File: src/mpc_pkg.sv
// constants shared by the multichannel pwm control block
package mpc_pkg;

  // ---------------------------------------------------------------
  // channel counts
  // ---------------------------------------------------------------
  localparam int CH_NUM  = 6;
  localparam int INC_NUM = 5;
  localparam int IN_NUM  = 4;

  // ---------------------------------------------------------------
  // register address codes (bits 15:12 of a frame)
  // ---------------------------------------------------------------
  localparam logic [3:0] ADR_INIT2    = 4'h1;
  localparam logic [3:0] ADR_CH_FIRST = 4'h2;
  localparam logic [3:0] ADR_CH_LAST  = 4'h7;
  localparam logic [3:0] ADR_OUTCTL   = 4'h8;
  localparam logic [3:0] ADR_GLOBAL   = 4'h9;
  localparam logic [3:0] ADR_INEN     = 4'hb;
  localparam logic [3:0] ADR_PRESC    = 4'hc;
  localparam logic [3:0] ADR_INCR     = 4'he;

  // ---------------------------------------------------------------
  // field positions
  // ---------------------------------------------------------------
  localparam int ADR_MSB   = 15;
  localparam int ADR_LSB   = 12;
  localparam int WATCH_BIT = 11;
  localparam int SEL_BIT   = 10;
  localparam int PH_MSB    = 10;
  localparam int PH_LSB    = 9;
  localparam int ON_BIT    = 8;
  localparam int DUTY_MSB  = 7;
  localparam int SYNC_BIT  = 1;
  localparam int SGN_BIT   = 10;
  localparam int PH_SHIFT  = 6;

  // ---------------------------------------------------------------
  // encodings and reset values
  // ---------------------------------------------------------------
  localparam logic [1:0] DIV_BY4   = 2'b00;
  localparam logic [1:0] DIV_BY2   = 2'b01;
  localparam logic [1:0] STEP_NONE = 2'b00;
  localparam logic [1:0] STEP_4    = 2'b01;
  localparam logic [1:0] STEP_8    = 2'b10;
  localparam logic [8:0] STEP_4_V  = 9'h004;
  localparam logic [8:0] STEP_8_V  = 9'h008;
  localparam logic [8:0] STEP_16_V = 9'h010;
  localparam logic [7:0] DUTY_MAX  = 8'hff;
  localparam logic [7:0] DUTY_MIN  = 8'h00;
  localparam logic [7:0] DUTY_RST  = 8'h00;
  localparam logic [1:0] PH_RST    = 2'b00;
  localparam logic [1:0] DIV_RST   = 2'b00;
  localparam logic [1:0] INEN_RST  = 2'b00;
  localparam logic       GSEL_RST  = 1'b0;
  localparam logic       ON_RST    = 1'b0;
  localparam int         FRAME_BITS = 16;

  // ---------------------------------------------------------------
  // timing
  // ---------------------------------------------------------------
  localparam int SYS_CLK_MHZ  = 50;
  localparam int REF_FAST_NS  = 4000;   // shorter reference period means too fast
  localparam int REF_SLOW_NS  = 80000;  // longer reference period means too slow
  localparam int DGL_NS       = 2000;
  localparam int REF_FAST_CYC = (REF_FAST_NS * SYS_CLK_MHZ + 999) / 1000;
  localparam int REF_SLOW_CYC = (REF_SLOW_NS * SYS_CLK_MHZ) / 1000;
  localparam int DGL_CYC      = (DGL_NS * SYS_CLK_MHZ + 999) / 1000;

endpackage

File: src/mpc_deglitch.sv
// deglitch filter for one direct control input
`timescale 1ns/1ps
module mpc_deglitch
  import mpc_pkg::*;
#(
  parameter int STABLE_CYC = DGL_CYC
)
(
  input  wire logic sys_clk_i,
  input  wire logic rst_n_i,
  input  wire logic pin_i,
  output logic      level_o
);

  // ---------------------------------------------------------------
  // state
  // ---------------------------------------------------------------
  typedef struct packed {
    logic        s1;
    logic        s2;
    logic [11:0] cnt;
    logic        level;
  } mpc_dgl_t;

  mpc_dgl_t q;
  mpc_dgl_t d;

  // output changes only once the pin held its new level long enough
  always_comb
  begin
    d    = q;
    d.s1 = pin_i;
    d.s2 = q.s1;
    if (q.s2 == q.level)
      d.cnt = 12'h000;
    else if (q.cnt == 12'(STABLE_CYC - 1))
    begin
      d.level = q.s2;
      d.cnt   = 12'h000;
    end
    else
      d.cnt = q.cnt + 12'h001;
  end

  always_ff @(posedge sys_clk_i or negedge rst_n_i)
  begin
    if (!rst_n_i)
      q <= '0;
    else
      q <= d;
  end

  assign level_o = q.level;

endmodule // mpc_deglitch

File: src/mpc_spi_rx.sv
// serial frame receiver: 16-bit words, taken at chip select release
`timescale 1ns/1ps
module mpc_spi_rx
  import mpc_pkg::*;
(
  input  wire logic        sys_clk_i,
  input  wire logic        rst_n_i,
  input  wire logic        sclk_i,
  input  wire logic        sdi_i,
  input  wire logic        chip_select_n_i,
  output logic [15:0]      word_o,
  output logic             valid_o
);

  // ---------------------------------------------------------------
  // state
  // ---------------------------------------------------------------
  typedef struct packed {
    logic        sclk_s1;
    logic        sclk_s2;
    logic        sclk_prev;
    logic        sdi_s1;
    logic        sdi_s2;
    logic        cs_s1;
    logic        cs_s2;
    logic        cs_prev;
    logic [15:0] shift;
    logic [4:0]  bits;
    logic [15:0] word;
    logic        valid;
  } mpc_rx_t;

  mpc_rx_t q;
  mpc_rx_t d;

  // data is sampled on the falling serial clock edge; frames of a
  // length other than sixteen are dropped so a torn frame writes nothing
  always_comb
  begin
    d           = q;
    d.sclk_s1   = sclk_i;
    d.sclk_s2   = q.sclk_s1;
    d.sclk_prev = q.sclk_s2;
    d.sdi_s1    = sdi_i;
    d.sdi_s2    = q.sdi_s1;
    d.cs_s1     = chip_select_n_i;
    d.cs_s2     = q.cs_s1;
    d.cs_prev   = q.cs_s2;
    d.valid     = 1'b0;
    if (q.cs_s2 && !q.cs_prev)
    begin
      d.valid = (q.bits == 5'(FRAME_BITS));
      d.word  = q.shift;
      d.bits  = 5'h00;
    end
    else if (q.cs_s2)
      d.bits = 5'h00;
    else if (!q.sclk_s2 && q.sclk_prev)
    begin
      d.shift = {q.shift[14:0], q.sdi_s2};
      if (q.bits != 5'h1f)
        d.bits = q.bits + 5'h01;
    end
  end

  always_ff @(posedge sys_clk_i or negedge rst_n_i)
  begin
    if (!rst_n_i)
      q <= '{sclk_s1: 1'b0, sclk_s2: 1'b0, sclk_prev: 1'b0, sdi_s1: 1'b0, sdi_s2: 1'b0,
             cs_s1: 1'b1, cs_s2: 1'b1, cs_prev: 1'b1, shift: 16'h0000, bits: 5'h00,
             word: 16'h0000, valid: 1'b0};
    else
      q <= d;
  end

  assign word_o  = q.word;
  assign valid_o = q.valid;

endmodule // mpc_spi_rx

File: src/mpc_top.sv
// multichannel output pwm control: register decode, clock watch, pwm, direct inputs
//
// Behaviour
// - divider select picks divide by 4, 2, 1
// - failed reference clock gives full duty
// - all pwm timing from reference clock, 256 steps
// - control word: address, watch, phase, on, duty
// - on bits mirrored in output control register
// - sync bit resets counters at select release
// - sync bit clear leaves counters running
// - no pwm in fail mode or clock fail
// - global select bit picks individual or global duty
// - global duty from code 1001, bit 10 set
// - global channel keeps own phase and divider
// - increment adjusts channels one to five only
// - common direction bit: 0 down, 1 up
// - step field: none, 4, 8, 16
// - increments saturate at 00 and ff
// - direct inputs deglitched, wake, fail mode control
// - normal mode direct control by enable bits
// - divider bits written via prescaler registers only
`timescale 1ns/1ps
module mpc_top
  import mpc_pkg::*;
#(
  parameter int N_CH = CH_NUM,
  parameter int N_IN = IN_NUM
)
(
  input  wire logic             sys_clk_i,
  input  wire logic             rst_n_i,
  input  wire logic             sclk_i,
  input  wire logic             sdi_i,
  input  wire logic             chip_select_n_i,
  input  wire logic             ref_clk_i,
  input  wire logic             fail_mode_i,
  input  wire logic [N_IN-1:0]  direct_control_input_i,
  output logic      [N_CH-1:0]  out_o,
  output logic      [N_IN-1:0]  deglitched_input_o,
  output logic                  wake_o,
  output logic                  clk_fail_o
);

  // ---------------------------------------------------------------
  // state
  // ---------------------------------------------------------------
  // everything the block remembers outside the receiver and the input filters, registered as one word; per-channel
  // fields are packed arrays indexed by channel number minus one
  typedef struct packed {
    logic                  ref_s1;
    logic                  ref_s2;
    logic                  ref_prev;
    logic [12:0]           per_cnt;
    logic                  clk_fail;
    logic [9:0]            base;
    logic [N_CH-1:0][7:0]  duty_value;
    logic [N_CH-1:0][1:0]  phase_select;
    logic [N_CH-1:0]       chan_on;
    logic [N_CH-1:0][1:0]  divider_select;
    logic [N_CH-1:0]       global_duty_select;
    logic [7:0]            global_duty_bits;
    logic [N_IN-1:0][1:0]  input_enable_bits;
    logic [N_CH-1:0]       out;
    logic [N_IN-1:0]       dgl;
    logic                  wake;
  } mpc_state_t;

  mpc_state_t q;
  mpc_state_t d;

  // receiver outputs and filtered inputs, all already on sys_clk
  logic [15:0]     rx_word;
  logic            rx_valid;
  logic [N_IN-1:0] deglitched_input;

  // ---------------------------------------------------------------
  // frame receiver and input filters
  // ---------------------------------------------------------------
  // the receiver resynchronises the serial pins itself, so the word and
  // its one-cycle valid strobe can be used here directly
  mpc_spi_rx u_rx (
    .sys_clk_i       (sys_clk_i),
    .rst_n_i         (rst_n_i),
    .sclk_i          (sclk_i),
    .sdi_i           (sdi_i),
    .chip_select_n_i (chip_select_n_i),
    .word_o          (rx_word),
    .valid_o         (rx_valid)
  );

  // a pulse shorter than the filter time never reaches the outputs
  // deglitch each input
  for (genvar g = 0; g < N_IN; g++)
  begin : g_dgl
    mpc_deglitch #(
      .STABLE_CYC (DGL_CYC)
    ) u_dgl (
      .sys_clk_i (sys_clk_i),
      .rst_n_i   (rst_n_i),
      .pin_i     (direct_control_input_i[g]),
      .level_o   (deglitched_input[g])
    );
  end

  // ---------------------------------------------------------------
  // helpers
  // ---------------------------------------------------------------
  // every code is legal; the default arm is the sixteen-count step
  // step size decode
  function automatic logic [8:0] step_of(input logic [1:0] code);
    logic [8:0] v;
    unique case (code)
      STEP_NONE: v = 9'h000;
      STEP_4:    v = STEP_4_V;
      STEP_8:    v = STEP_8_V;
      default:   v = STEP_16_V;
    endcase
    return v;
  endfunction

  // clamp to the rails instead of wrapping
  function automatic logic [7:0] step_duty(input logic [7:0] duty, input logic [8:0] step,
                                           input logic up);
    logic [8:0] sum;
    // one bit wider, so an overflow shows up in bit 8
    sum = {1'b0, duty} + step;
    if (up)
      return sum[8] ? DUTY_MAX : sum[7:0];
    else if ({1'b0, duty} < step)
      return DUTY_MIN;
    else
      return 8'(({1'b0, duty} - step));
  endfunction

  // ---------------------------------------------------------------
  // next state
  // ---------------------------------------------------------------
  always_comb
  begin
    logic        ref_tick;
    logic [3:0]  adr;
    logic [2:0]  ch;
    logic [7:0]  sel_duty;
    logic [7:0]  pos;
    logic        pwm;
    logic [N_CH-1:0] dgl_ext;
    ref_tick = 1'b0;
    adr      = rx_word[ADR_MSB:ADR_LSB];
    ch       = 3'h0;
    sel_duty = 8'h00;
    pos      = 8'h00;
    pwm      = 1'b0;
    dgl_ext  = N_CH'(q.dgl);
    // fields not written below keep their held value
    d        = q;

    // reference clock edge detect after a two-stage synchroniser
    // only the first flop sees the raw pin; a late-settling sample
    // never reaches the edge detector
    d.ref_s1 = ref_clk_i;
    d.ref_s2 = q.ref_s1;
    d.ref_prev = q.ref_s2;
    ref_tick = q.ref_s2 && !q.ref_prev;

    // the first edge after a stall closes an over-long period, so it must
    // not clear the flag; only a period inside both limits does
    // period watch: a clock fails when too fast or too slow
    if (ref_tick)
    begin
      d.clk_fail = (q.per_cnt < 13'(REF_FAST_CYC)) ||
                   (q.per_cnt >= 13'(REF_SLOW_CYC));
      d.per_cnt  = 13'h0000;
    end
    else if (q.per_cnt >= 13'(REF_SLOW_CYC))
      d.clk_fail = 1'b1;
    else
      d.per_cnt = q.per_cnt + 13'h0001;

    // ten bits, so the divide-by-4 view still has 256 steps; wraps freely
    // one free counter; low bits act as the shared prescaler
    if (ref_tick)
      d.base = q.base + 10'h001;

    // an address code that is not decoded here changes nothing
    // register writes, decoded on chip select release
    if (rx_valid)
    begin
      if (adr >= ADR_CH_FIRST && adr <= ADR_CH_LAST)
      begin
        ch = 3'(adr - ADR_CH_FIRST);
        d.phase_select[ch] = rx_word[PH_MSB:PH_LSB];
        d.chan_on[ch]      = rx_word[ON_BIT];
        d.duty_value[ch]   = rx_word[DUTY_MSB:0];
      end
      case (adr)
        // only the shared base counter is cleared; settings stay
        // sync resets counters; clear bit does nothing
        ADR_INIT2:
          if (rx_word[SYNC_BIT])
            d.base = 10'h000;
        ADR_OUTCTL:
          d.chan_on = rx_word[N_CH-1:0];
        ADR_GLOBAL:
          if (rx_word[SEL_BIT])
            d.global_duty_bits = rx_word[DUTY_MSB:0];
          else
            d.global_duty_select = rx_word[N_CH-1:0];
        ADR_INEN:
          for (int k = 0; k < N_IN; k++)
            d.input_enable_bits[k] = rx_word[2*k +: 2];
        // bit 10 picks the lower or the upper three channels
        // two prescaler words, three channels each
        ADR_PRESC:
          for (int k = 0; k < N_CH / 2; k++)
            if (rx_word[SEL_BIT])
              d.divider_select[k + N_CH / 2] = rx_word[2*k +: 2];
            else
              d.divider_select[k] = rx_word[2*k +: 2];
        // saturating steps; global duty and channel six untouched
        // internal channels only; common direction
        ADR_INCR:
          for (int k = 0; k < INC_NUM; k++)
            d.duty_value[k] = step_duty(q.duty_value[k], step_of(rx_word[2*k +: 2]),
                                        rx_word[SGN_BIT]);
        default:
          d.base = d.base;  // other codes belong to other blocks
      endcase
    end

    // per channel output decision
    for (int i = 0; i < N_CH; i++)
    begin
      // duty source; own phase and divider still apply
      sel_duty = q.global_duty_select[i] ? q.global_duty_bits : q.duty_value[i];
      // divider picks which counter bits form the period
      if (q.divider_select[i][1])
        pos = q.base[7:0];
      else if (q.divider_select[i] == DIV_BY2)
        pos = q.base[8:1];
      else
        pos = q.base[9:2];
      // each phase step is a quarter period, added modulo 256
      pos = pos + {q.phase_select[i], 6'h00};
      // on while phased count below duty
      pwm = (pos < sel_duty);
      // priority: fail mode, direct input, clock fail, then pwm;
      // channels without a direct input go low in fail mode
      // fail mode hands outputs to the filtered inputs
      if (fail_mode_i)
        d.out[i] = (i < N_IN) ? dgl_ext[i] : 1'b0;
      // direct control overrides in normal mode
      else if (i < N_IN && q.input_enable_bits[i % N_IN] != INEN_RST)
        d.out[i] = dgl_ext[i];
      // full duty while the clock is bad
      else if (q.clk_fail)
        d.out[i] = q.chan_on[i];
      else
        d.out[i] = q.chan_on[i] && pwm;
    end

    // registered once more so the ports come straight from flops
    // filtered inputs wake the device
    d.dgl  = deglitched_input;
    d.wake = |deglitched_input;
  end

  // ---------------------------------------------------------------
  // state register
  // ---------------------------------------------------------------
  always_ff @(posedge sys_clk_i or negedge rst_n_i)
  begin
    if (!rst_n_i)
    begin
      // clear the record, then give the named fields their reset values
      q                    <= '0;
      // outputs stay plain on/off until a good period has been seen
      q.clk_fail           <= 1'b1;  // no reference seen yet
      q.duty_value         <= {N_CH{DUTY_RST}};
      q.phase_select       <= {N_CH{PH_RST}};
      q.divider_select     <= {N_CH{DIV_RST}};
      q.global_duty_select <= {N_CH{GSEL_RST}};
      q.chan_on            <= {N_CH{ON_RST}};
      q.input_enable_bits  <= {N_IN{INEN_RST}};
    end
    else
      q <= d;
  end

  // ---------------------------------------------------------------
  // outputs, all from the state register
  // ---------------------------------------------------------------
  // no logic between the register and the pins, so outputs cannot glitch
  assign out_o              = q.out;
  assign deglitched_input_o = q.dgl;
  assign wake_o             = q.wake;
  assign clk_fail_o         = q.clk_fail;

endmodule // mpc_top

File: config.mk
export PLATFORM = sky130hd
export DESIGN_NAME = mpc_top
export DESIGN_NICKNAME = d
export VERILOG_FILES = /design/src/mpc_pkg.sv /design/src/mpc_deglitch.sv /design/src/mpc_spi_rx.sv /design/src/mpc_top.sv
export SDC_FILE = /design/constraint.sdc
export NUM_CORES = 1
export LEC_CHECK = 0
export BUFFER_PORTS_ARGS = -buffer_cell sky130_fd_sc_hd__buf_2
export CAP_MARGIN = 20
export CORE_ASPECT_RATIO = 1.5
export CORE_MARGIN = 2
export CORE_UTILIZATION = 62
export DETAILED_ROUTE_END_ITERATION = 8
export GPL_ROUTABILITY_DRIVEN = 0
export PLACE_DENSITY_LB_ADDON = 0.05
export SLEW_MARGIN = 5
export SYNTH_ARGS = -nofsm -noshare
export SYNTH_HDL_FRONTEND = slang
export SYNTH_SLANG_ARGS = --single-unit
File: constraint.sdc
create_clock -name sys_clk_i -period 5.75 [get_ports sys_clk_i]
set_input_delay 0.8625 -clock sys_clk_i [delete_from_list [all_inputs] [get_ports sys_clk_i]]
set_output_delay 0.8625 -clock sys_clk_i [all_outputs]
set_load 0.02 [all_outputs]
==> impl_metrics.env, run 1 <==
export IMPL_via_per_inst=6.234
export IMPL_worst_pin_slew_ns=0.9408
export IMPL_relSlewSlack=0.3728
export IMPL_row_count=70
export IMPL_core_sq_um=24260
export IMPL_wl_per_cell_um=20.80
export IMPL_critical_path_cell_chain="nand2_1, ha_1, inv_1, o311a_1, a211o_1, a221oi_1, a221o_1"
export IMPL_critPathCaptureType="flop"
export IMPL_fin_setup_tns_ns=0
export IMPL_dominant_synthesized_flop_cell="sky130_fd_sc_hd__dfrtp_1"
export IMPL_first_global_vias=11660
export IMPL_start_util=0.6259
export IMPL_ctsHoldBuffers=0
export IMPL_setup_violations=0
export IMPL_clkLatencyLatePin_ns=0.53
export IMPL_timing_setup_critical_path_class="flop to flop"
export IMPL_r2r_start="u_rx.word_o[5]$_DFFE_PN0P_"
export IMPL_min_period_over_period=0.4941
export IMPL_syn_area_sq_um=15180
export IMPL_mappedNetlistNets=1679
export IMPL_ys_async_sr_fraction=1.000
export IMPL_drive_gt1_frac=0.1209
export IMPL_die_area_sq_um=25790
export IMPL_yosysSeqAreaShare=0.4008
export IMPL_ctsResizeCount=0
export IMPL_cpLargestDelayFamily="compound AO/OA/AOI/OAI gates"
export IMPL_static_leakage_power_nw=7.096
export IMPL_overflow=0
export IMPL_synth_largest_area_cell="sky130_fd_sc_hd__dfrtp_1"
export IMPL_worst_ir_drop_vdd_mv=0.2999
export IMPL_synth_edff_count=0
export IMPL_synth_ff_latch_count=243
export IMPL_fmaxAchievable_mhz=352.0
export IMPL_max_cap_viols=0
export IMPL_nNetsFinal=1622
export IMPL_timing_critical_path_from="u_rx.word_o[5]$_DFFE_PN0P_"
export IMPL_post_synth_inst_count=1570
export IMPL_n_antenna_cell=0
export IMPL_cp_buffers_inverters=1
export IMPL_grt_antenna_before_repair=0
export IMPL_tritoncts="yes"
export IMPL_multi_input_comb_area_sq_um=8368
export IMPL_wl_um=38560
export IMPL_worstPathMaxFanout=16
export IMPL_grt_max_degree=126
export IMPL_utilization=0.6653
export IMPL_synthesis_area_per_instance_sq_um=9.672
export IMPL_seqCellArea_sq_um=6086
export IMPL_crit_path_max_incr_delay_ns=0.86
export IMPL_cts_htree_levels=1
export IMPL_clock_skew_final_ns=0.01233
export IMPL_drtIter0Drc=773
export IMPL_groute_usage_overall=0.3045
export IMPL_io_buffer_count=22
export IMPL_drc=0
export IMPL_hold_class="flop to flop"
export IMPL_run_status="complete, no violations"
export IMPL_power_density_nw_per_um2=288.1
export IMPL_yosys_top_cell_area_share=0.3939
export IMPL_grt_setup_unrepaired="no"
export IMPL_yosysWarnings=0
export IMPL_die_h_um=195.7
export IMPL_crit_path_required_time_ns=6.21
export IMPL_top_level_ports=23
export IMPL_floorplan_die_width_um=131.8
export IMPL_postCtsSetupBuffers=0
export IMPL_total_power_draw_w=0.004650
export IMPL_filler_cell_count=1976
export IMPL_final_ant_viol_nets=0
export IMPL_cts_made_buffers=25
export IMPL_dp_hpwl_um=27420
export IMPL_number_of_endpoints_with_negative_hold_slack_in_the_final_report=0
export IMPL_yosys_top_cells_area="sky130_fd_sc_hd__dfrtp_1 39%, sky130_fd_sc_hd__ha_1 7.3%, sky130_fd_sc_hd__mux2i_1 6.7%"
export IMPL_critical_path_slowest_cell="sky130_fd_sc_hd__dfrtp_1"
export IMPL_vias=11560
export IMPL_sink_count_of_the_clock_tree=243
export IMPL_grt_pass1_wl_um=62230
export IMPL_critPathLaunchType="flop"
export IMPL_cts_buffer_depth=3
export IMPL_synth_distinct_cells=77
export IMPL_report_final_slew_viol_count=0
export IMPL_worst_setup_hold_path_clk_slew_ns=0.06
export IMPL_worst_min_delay_path_startpoint="u_rx.d[41]$_DFF_PN0_"
export IMPL_cell_chosen_for_the_clock_root="sky130_fd_sc_hd__clkbuf_16"
export IMPL_firstDrtPassIters=6
export IMPL_critPathArrivalTime_ns=3.31
export IMPL_finalWorstPathRequiredPeriod_ns=2.841
export IMPL_synthToLayoutAreaGrowth_pct=6.295
==> synthesized netlist by cell type, drive strengths merged, types with 5 or more instances <==
library cell  count
a211oi           13
a221oi            9
a31oi            13
inv              56
o21ai            88
mux2             90
nor4b             6
a21o              6
nand2b           24
o31ai             7
nor2b            20
buf              36
a22oi            15
mux2i           102
nand3b            7
fa               10
xor2             55
xnor2            37
o211ai           10
a21oi            56
nor3             25
o21bai            6
nor4              5
nand3            43
or3               5
a221o             5
and2              5
nand2           124
or2              10
nor2            140
and4              5
clkbuf           84
ha               88
nand4            26
o2bb2ai           7
dfrtp           239
and3             27
o221ai            5
==> flip-flops by register name, summed over array words and instances, names as in the netlist, named ones only <==
register and flops:
clk_fail_o 1, g_dgl.u_dgl.q 52, wake_o 1, d 2, g_dgl.u_dgl.level_o 4, deglitched_input_o 4
g_dgl.u_dgl.d 4, u_rx.valid_o 1, u_rx.word_o 15, u_rx.d 5, out_o 6, q 104
u_rx.q 24
==> report_power, final <==
part | switching, W | internal (W) | leakage (nW)
clock network | 0.000677 | 0.000984 | 0.412
registers | 0.000289 | 0.00180 | 3.29
logic | 0.000498 | 0.000398 | 3.39
==> layer usage <==
metal / share of wire / GRT usage / vias to the layer above
met5: 0 / 0 / -
met4: 0.064 / 0.1743 / 0
met3: 0.047 / 0.03928 / 145
met2: 0.50 / 0.5391 / 372
met1: 0.39 / 0.3557 / 5605
li1: - / - / 5435
==> path summary, 6_finish.rpt <==
path                                           to  slack [ns]  depth (start not counted)
setup reg to reg                q[85]$_DFFE_PN0P_        2.91                          7
hold / removal               u_rx.q[41]$_DFF_PN0_        0.35                          0
min in group asynchronous      q[123]$_DFFE_PN0P_        0.36                          1
setup / recovery                q[85]$_DFFE_PN0P_        2.91                          7
max in group asynchronous  u_rx.q[19]$_DFFE_PN0P_        4.17                          2
hold reg to reg              u_rx.q[41]$_DFF_PN0_        0.35                          0
==> stage by stage <==
stage | instance area, sq um | setup WS (ns) | instances | hold WS, ns
finish | 16140 | 2.909 | 1854 | 0.3460
global route | 16140 | 2.675 | 1854 | 0.3552
CTS | 16140 | 2.956 | 1853 | 0.3462
detailed placement | 15300 | 2.960 | 1809 | 0.3347
global placement | 15300 | 3.014 | 1809 | 0.3326
floorplan | 15180 | 3.229 | 1570 | 0.3312
==> cell usage in the layout (no fill, tap or decap), drive strengths merged, types with 15 or more instances in the layout <==
master and count:
a21oi 56, a22oi 15, and3 27, buf 35, clkbuf 34, dfrtp 239, ha 88, inv 56
mux2 90, mux2i 102, nand2 124, nand2b 24, nand3 43, nand4 26, nor2 140, nor2b 20
nor3 25, o21ai 88, xnor2 37, xor2 55
==> cell type report <==
type / count / share of cell area
inverters: 56 / 0.01302
repair buffers: 36 / 0.01457
flip-flops and latches: 243 / 0.3771
multi-input cells: 1151 / 0.5184
well taps: 324 / 0.02512
clock inverters: 11 / 0.008682
clock buffers: 33 / 0.04310
==> kinds of logic after synthesis <==
kind of cell             share of synthesized area
AO/OA/AOI/OAI                               0.1224
adder cells (fa/ha/maj)                    0.08570
buffers and inverters                      0.04812
XOR/XNOR                                   0.05307
flip-flops                                  0.4008
multiplexers                                0.1340
AND/OR/NAND/NOR                             0.1559
(Power assumes the default switching activity.)
==> inputs of run 2 (changes only) <==
==> constraint.sdc (replaced) <==
create_clock -name sys_clk_i -period 2.8 [get_ports sys_clk_i]
set_input_delay 0.42 -clock sys_clk_i [delete_from_list [all_inputs] [get_ports sys_clk_i]]
set_output_delay 0.42 -clock sys_clk_i [all_outputs]
set_load 0.02 [all_outputs]
==> run 2 against run 1 <==
Effect of this change:
- clock skew increased by 0.0018 ns
- sequential share of layout area down 0.83 points
- design area is 2.3% higher
- setup slack worse by 2.6 ns
- maximum frequency increased by 13%
- clock-buffer cell count down 1
- register-to-register slack got worse by 2.6 ns
- sequential power is 93% higher
- final cell count grew 2.6%
- power increased by 110%
==> impl_metrics.env, run 2 (synthesis gave the netlist of run 1 again) <==
export IMPL_die_area_sq_um=25790
export IMPL_critPathLaunchType="flop"
export IMPL_synthToLayoutAreaGrowth_pct=8.693
export IMPL_cell_chosen_for_the_clock_root="sky130_fd_sc_hd__clkbuf_16"
export IMPL_final_cell_area_excluding_filler_cells_sq_um=16500
export IMPL_biggestRegsByFlops="q x104, g_dgl.u_dgl.q x52, u_rx.q x24"
export IMPL_core_sq_um=24260
export IMPL_critPathCaptureType="flop"
export IMPL_critical_path_reg2reg_endpoint="out_o[0]$_DFF_PN0_"
export IMPL_nNetsFinal=1668
export IMPL_final_ant_viol_nets=0
export IMPL_cts_buffer_depth=3
export IMPL_grt_setup_unrepaired="no"
export IMPL_power_density_nw_per_um2=582.5
export IMPL_switching_power_share_of_the_total=0.3324
export IMPL_overflow=0
export IMPL_crit_path_max_incr_delay_ns=0.48
export IMPL_largest_register="q"
export IMPL_first_global_vias=12030
export IMPL_cts_made_buffers=25
export IMPL_seqCellArea_sq_um=6086
export IMPL_top_level_ports=23
export IMPL_worst_pin_slew_ns=0.8461
export IMPL_mostFrequentLayoutCell="sky130_fd_sc_hd__dfrtp_1"
export IMPL_pwr_share_seq=0.420
export IMPL_postCtsSetupBuffers=0
export IMPL_n_antenna_cell=0
export IMPL_static_leakage_power_nw=7.315
export IMPL_setup_reg_to_reg_worst_slack_ns=0.29
export IMPL_report_final_slew_viol_count=0
export IMPL_endpoint_of_the_worst_setup_timing_path="out_o[0]$_DFF_PN0_"
export IMPL_die_h_um=195.7
export IMPL_cp_buffers_inverters=1
export IMPL_number_of_endpoints_with_negative_hold_slack_in_the_final_report=0
export IMPL_tritoncts="yes"
export IMPL_min_period_over_period=0.8971
export IMPL_hold_class="primary input to flop"
export IMPL_multi_input_comb_area_sq_um=8368
export IMPL_wl_um=39680
export IMPL_fin_worst_hold_slack_ns=0.1680
export IMPL_io_buffer_count=22
export IMPL_row_count=70
export IMPL_relSlewSlack=0.4299
export IMPL_critical_path_slowest_cell="sky130_fd_sc_hd__dfrtp_1"
export IMPL_cell_internal_pwr_w=0.006418
export IMPL_worstPathMaxFanout=8
export IMPL_largest_reg_flops=104
export IMPL_fin_setup_tns_ns=0
export IMPL_r2r_start="q[117]$_DFF_PN0_"
export IMPL_firstDrtPassIters=6
export IMPL_dp_hpwl_um=28560
export IMPL_power_combinational_fraction=0.242
export IMPL_via_per_inst=6.269
export IMPL_filler_cell_count=1976
export IMPL_critical_path_cell_chain="buf_4, nand2_1, o21ai_0, ha_1, xnor2_1, xnor2_1, ha_1, o211ai_1, nor2_1, a221oi_1, o21ai_0, a21oi_1"
export IMPL_floorplan_die_width_um=131.8
export IMPL_net_switching_power_w=0.003196
export IMPL_vias=11920
export IMPL_wl_per_cell_um=20.86
export IMPL_drc=0
export IMPL_cpLargestDelayFamily="compound AO/OA/AOI/OAI gates"
export IMPL_clock_skew_final_ns=0.01409
export IMPL_grt_antenna_before_repair=0
export IMPL_crit_path_required_time_ns=3.28
export IMPL_timing_critical_path_from="q[117]$_DFF_PN0_"
export IMPL_timing_setup_critical_path_class="flop to flop"
export IMPL_grt_pass1_wl_um=63200
export IMPL_groute_usage_overall=0.3100
export IMPL_cp_depth=12
export IMPL_fmaxAchievable_mhz=398.1
export IMPL_setup_violations=0
export IMPL_critPathArrivalTime_ns=2.99
export IMPL_drive_gt1_frac=0.1426
export IMPL_worst_setup_hold_path_clk_slew_ns=0.06
export IMPL_max_cap_viols=0
export IMPL_start_util=0.6259
export IMPL_clock_power_share=0.339
export IMPL_cts_htree_levels=1
export IMPL_mostFrequentLayoutCells="239 x sky130_fd_sc_hd__dfrtp_1, 138 x sky130_fd_sc_hd__nor2_1, 124 x sky130_fd_sc_hd__nand2_1"
export IMPL_drtIter0Drc=747
export IMPL_timing_reg2reg_worst_path_depth=12
export IMPL_finalWorstPathRequiredPeriod_ns=2.512
export IMPL_grt_max_degree=61
export IMPL_worst_ir_drop_vdd_mv=0.5884
export IMPL_sink_count_of_the_clock_tree=243
export IMPL_postPlaceCellArea_sq_um=15620
export IMPL_clkLatencyLatePin_ns=0.55
export IMPL_run_status="complete, no violations"
-- run 2: layout make-up --
class	count	area share
inverter	56	0.01274
tap	324	0.02456
sequential	243	0.3687
clock buffer	32	0.04192
timing repair buffer	82	0.03881
clock inverter	14	0.006216
multi-input combinational	1151	0.5070
-- run 2: worst min path at each step --
stage               cells past startpoint                    endpoint            startpoint  slack, ns
floorplan                               0  asynchronous set/reset pin               rst_n_i       0.12
global placement                        0            d[135]$_DFF_PN0_      d[136]$_DFF_PN0_       0.33
detailed placement                      0        u_rx.d[43]$_DFF_PN0_  u_rx.d[44]$_DFF_PN0_       0.34
CTS                                     2          out_o[4]$_DFF_PN0_           fail_mode_i       0.16
global route                            2          out_o[4]$_DFF_PN0_           fail_mode_i       0.18
finish                                  2          out_o[4]$_DFF_PN0_           fail_mode_i       0.17
-- run 2: metrics by stage --
stage                     total power (W)  instances  setup slack [ns]  utilization
after global placement           0.006317       1846            0.4131       0.6436
final                            0.009613       1902            0.2882       0.6803
after CTS                        0.009642       1901            0.3055       0.6801
after detailed placement         0.006364       1846            0.3073       0.6436
after floorplan                  0.005488       1570            0.2789            -
after global routing              0.01006       1902           0.04547       0.6803
-- run 2: timing repair --
| item | in CTS | in global routing |
|---|---|---|
| setup endpoints to repair | 0 | 0 |
| hold endpoints to repair | 59 | 0 |
| gates resized for setup | 0 | 0 |
| hold buffers | 9 | 0 |
-- run 2: power by group through the flow --
stage	Combinational (W)	Sequential (W)	Clock [W]
6_report	0.00232	0.00403	0.00326
5_1_grt	0.00256	0.00406	0.00344
4_1_cts	0.00230	0.00403	0.00331
3_5_place_dp	0.00227	0.00409	0
3_3_place_gp	0.00223	0.00409	0
2_1_floorplan	0.00158	0.00391	0
-- run 2: metal layers --
layer  vias to the layer above  track usage  share of wire
li1                       5541            -              -
met1                      5809       0.3612           0.39
met2                       419       0.5519           0.50
met3                       154      0.03928          0.050
met4                         0       0.1743          0.061
met5                         -            0              0
==> inputs of run 3 (changes only) <==
--- a/config.mk
+++ b/config.mk
@@ -5,6 +5,7 @@
 export SDC_FILE = /design/constraint.sdc
 export NUM_CORES = 1
 export LEC_CHECK = 0
+export ABC_AREA = 1
 export BUFFER_PORTS_ARGS = -buffer_cell sky130_fd_sc_hd__buf_2
 export CAP_MARGIN = 20
 export CORE_ASPECT_RATIO = 1.5
==> run 3 against run 2 <==
Effect of this change:
- first-iteration DRC count grew 45%
- synthesized cell count grew 28%
- utilization is essentially flat
- global-route usage grew 1.4 points
- sequential power grew 7.9%
- die area shrank 0.31%
- design area shrank 0.39%
- sequential share of layout area grew 0.15 points
- critical path type unchanged
- highest routed layer unchanged
==> impl_metrics.env, run 3 <==
export IMPL_post_synth_most_frequent_cells="457 x sky130_fd_sc_hd__nand2_1, 263 x sky130_fd_sc_hd__o21ai_0, 239 x sky130_fd_sc_hd__dfrtp_1"
export IMPL_cp_buffers_inverters=2
export IMPL_number_of_endpoints_with_negative_hold_slack_in_the_final_report=0
export IMPL_clkLatencyLatePin_ns=0.54
export IMPL_total_power_draw_w=0.01154
export IMPL_yosysSeqAreaShare=0.4020
export IMPL_power_density_nw_per_um2=701.7
export IMPL_post_synth_inst_count=2016
export IMPL_cell_count_after_placement=2290
export IMPL_cell_chosen_for_the_clock_root="sky130_fd_sc_hd__clkbuf_16"
export IMPL_crit_path_required_time_ns=3.24
export IMPL_top_level_ports=23
export IMPL_final_ant_viol_nets=0
export IMPL_io_buffer_count=22
export IMPL_wl_um=41230
export IMPL_final_cell_area_excluding_filler_cells_sq_um=16440
export IMPL_post_synth_top_count_cell="sky130_fd_sc_hd__nand2_1"
export IMPL_worst_ir_drop_vdd_mv=0.6987
export IMPL_mappedNetlistNets=2125
export IMPL_critPathCaptureType="flop"
export IMPL_grt_max_degree=68
export IMPL_timing_setup_critical_path_class="flop to flop"
export IMPL_grt_setup_unrepaired="no"
export IMPL_nNetsFinal=2114
export IMPL_start_util=0.6262
export IMPL_die_area_sq_um=25710
export IMPL_critPathArrivalTime_ns=3.01
export IMPL_postPlaceCellArea_sq_um=15460
export IMPL_floorplan_die_width_um=131.6
export IMPL_clock_skew_final_ns=0.01799
export IMPL_worst_pin_slew_ns=0.6835
export IMPL_drc=0
export IMPL_largest_register="q"
export IMPL_fin_setup_tns_ns=0
export IMPL_instances_no_fill=2348
export IMPL_mostFrequentLayoutCell="sky130_fd_sc_hd__nand2_1"
export IMPL_critical_path_cell_chain="clkinvlp_4, buf_4, o21ai_0, a21oi_1, a21oi_1, ha_1, xnor2_1, xor2_1, ha_1, a21oi_1, o21a_1, nand2_1, a21oi_1"
export IMPL_worst_setup_hold_path_clk_slew_ns=0.07
export IMPL_max_cap_viols=0
export IMPL_wl_per_cell_um=17.56
export IMPL_drive_gt1_frac=0.06176
export IMPL_cts_buffer_depth=3
export IMPL_drtIter0Drc=1086
export IMPL_groute_usage_overall=0.3239
export IMPL_run_status="complete, no violations"
export IMPL_cts_made_buffers=25
export IMPL_grt_pass1_wl_um=67210
export IMPL_static_leakage_power_nw=7.769
export IMPL_setup_reg_to_reg_worst_slack_ns=0.23
export IMPL_mostFrequentLayoutCells="457 x sky130_fd_sc_hd__nand2_1, 263 x sky130_fd_sc_hd__o21ai_0, 239 x sky130_fd_sc_hd__dfrtp_1"
export IMPL_firstDrtPassIters=5
export IMPL_biggestRegsByFlops="q x104, g_dgl.u_dgl.q x52, u_rx.q x24"
export IMPL_n_antenna_cell=0
export IMPL_via_per_inst=5.817
export IMPL_finalWorstPathRequiredPeriod_ns=2.572
export IMPL_core_sq_um=24170
export IMPL_dominant_synthesized_flop_cell="sky130_fd_sc_hd__dfrtp_1"
export IMPL_critPathLaunchType="flop"
export IMPL_vias=13660
export IMPL_syn_area_sq_um=15140
export IMPL_relSlewSlack=0.5432
export IMPL_row_count=70
export IMPL_report_final_slew_viol_count=0
export IMPL_critical_path_slowest_cell="sky130_fd_sc_hd__dfrtp_1"
export IMPL_yosys_top_cell_area_share=0.3951
export IMPL_synthesis_area_per_instance_sq_um=7.508
export IMPL_setup_violations=0
export IMPL_grt_antenna_before_repair=0
export IMPL_hold_class="primary input to flop"
export IMPL_first_global_vias=13280
export IMPL_ys_async_sr_fraction=1.000
export IMPL_synth_distinct_cells=44
export IMPL_tritoncts="yes"
export IMPL_yosysWarnings=0
export IMPL_fmaxAchievable_mhz=388.9
export IMPL_overflow=0
export IMPL_die_h_um=195.4
export IMPL_synthToLayoutAreaGrowth_pct=8.605
export IMPL_largest_reg_flops=104
export IMPL_sink_count_of_the_clock_tree=243
export IMPL_crit_path_max_incr_delay_ns=0.40
export IMPL_synth_largest_area_cell="sky130_fd_sc_hd__dfrtp_1"
export IMPL_critPathMostFrequentCell="sky130_fd_sc_hd__a21oi_1"
export IMPL_synth_edff_count=0
export IMPL_cts_htree_levels=1
export IMPL_yosys_top_cells_area="sky130_fd_sc_hd__dfrtp_1 40%, sky130_fd_sc_hd__nand2_1 11%, sky130_fd_sc_hd__o21ai_0 8.7%"
export IMPL_filler_cell_count=2073
export IMPL_worstPathMaxFanout=10
export IMPL_cpLargestDelayFamily="compound AO/OA/AOI/OAI gates"
export IMPL_dp_hpwl_um=30010
export IMPL_min_period_over_period=0.9184
export IMPL_synth_ff_latch_count=243
## run 3: cells by family after synthesis
family / Yosys count / share of synthesized area
buffers and inverters: 323 / 0.08563
AND/OR/NAND/NOR: 819 / 0.2240
AO/OA/AOI/OAI: 481 / 0.1716
multiplexers: 4 / 0.002975
XOR/XNOR: 48 / 0.02777
flip-flops: 243 / 0.4021
adder cells (fa/ha/maj): 98 / 0.08596
## run 3: per-stage QoR
| step | setup WS, ns | hold WS [ns] | utilization |
|---|---|---|---|
| 2_1_floorplan | 0.4389 | 0.1244 | - |
| 3_3_place_gp | 0.3828 | 0.3317 | 0.6397 |
| 3_5_place_dp | 0.2783 | 0.3387 | 0.6397 |
| 4_1_cts | 0.2581 | 0.3027 | 0.6788 |
| 5_1_grt | 0.008881 | 0.3420 | 0.6801 |
| 6_report | 0.2284 | 0.3161 | 0.6801 |
## run 3: worst min-delay path: cells and delay by family
kind                   cells  cell delay [ns]
buffers and inverters      2             0.23
AND/OR/NAND/NOR            1             0.11
AO/OA/AOI/OAI              1             0.04
## run 3: where the power goes
group / switching [W] / leakage, nW / total [W] / internal (W)
registers: 0.000526 / 3.27 / 0.00435 / 0.00383
logic: 0.00240 / 4.09 / 0.00371 / 0.00132
clock network: 0.00152 / 0.416 / 0.00347 / 0.00194
total: 0.00445 / 7.77 / 0.0115 / 0.00709
## run 3: area by class of cell
cell class,instances,area (sq um),area share
Clock buffer,28,666.9,0.04057
Sequential cell,243,6086,0.3702
Inverter,223,840.8,0.05115
Timing Repair Buffer,62,493.0,0.02999
Clock inverter,18,187.7,0.01142
Tap cell,324,405.4,0.02466
Multi-Input combinational cell,1450,7760,0.4720
## run 3: timing repair
item	4_1_cts	5_1_grt
endpoints found under the setup margin	0	2
endpoints found under the hold margin	70	0
hold buffers	9	0
buffers inserted	0	3
gates resized for setup	0	4
## run 3: final timing paths
check / from / to / cells after the start
worst max-delay path: q[118]$_DFF_PN0_ / out_o[5]$_DFF_PN0_ / 13
worst min-delay path: fail_mode_i / out_o[4]$_DFF_PN0_ / 4
worst max register to register: q[118]$_DFF_PN0_ / out_o[5]$_DFF_PN0_ / 13
worst min register to register: g_dgl[0].u_dgl.d[13]$_DFF_PN0_ / g_dgl[0].u_dgl.q[13]$_DFF_PN0_ / 0
max in group asynchronous: rst_n_i / u_rx.q[38]$_DFF_PN1_ / 3
min in group asynchronous: rst_n_i / q[126]$_DFFE_PN0P_ / 2
## run 3: metal layers
layer  global-route usage  share of wire
met1               0.3783           0.38
met2               0.5804           0.50
met3              0.03271          0.056
met4               0.1836          0.062
met5                    0              0
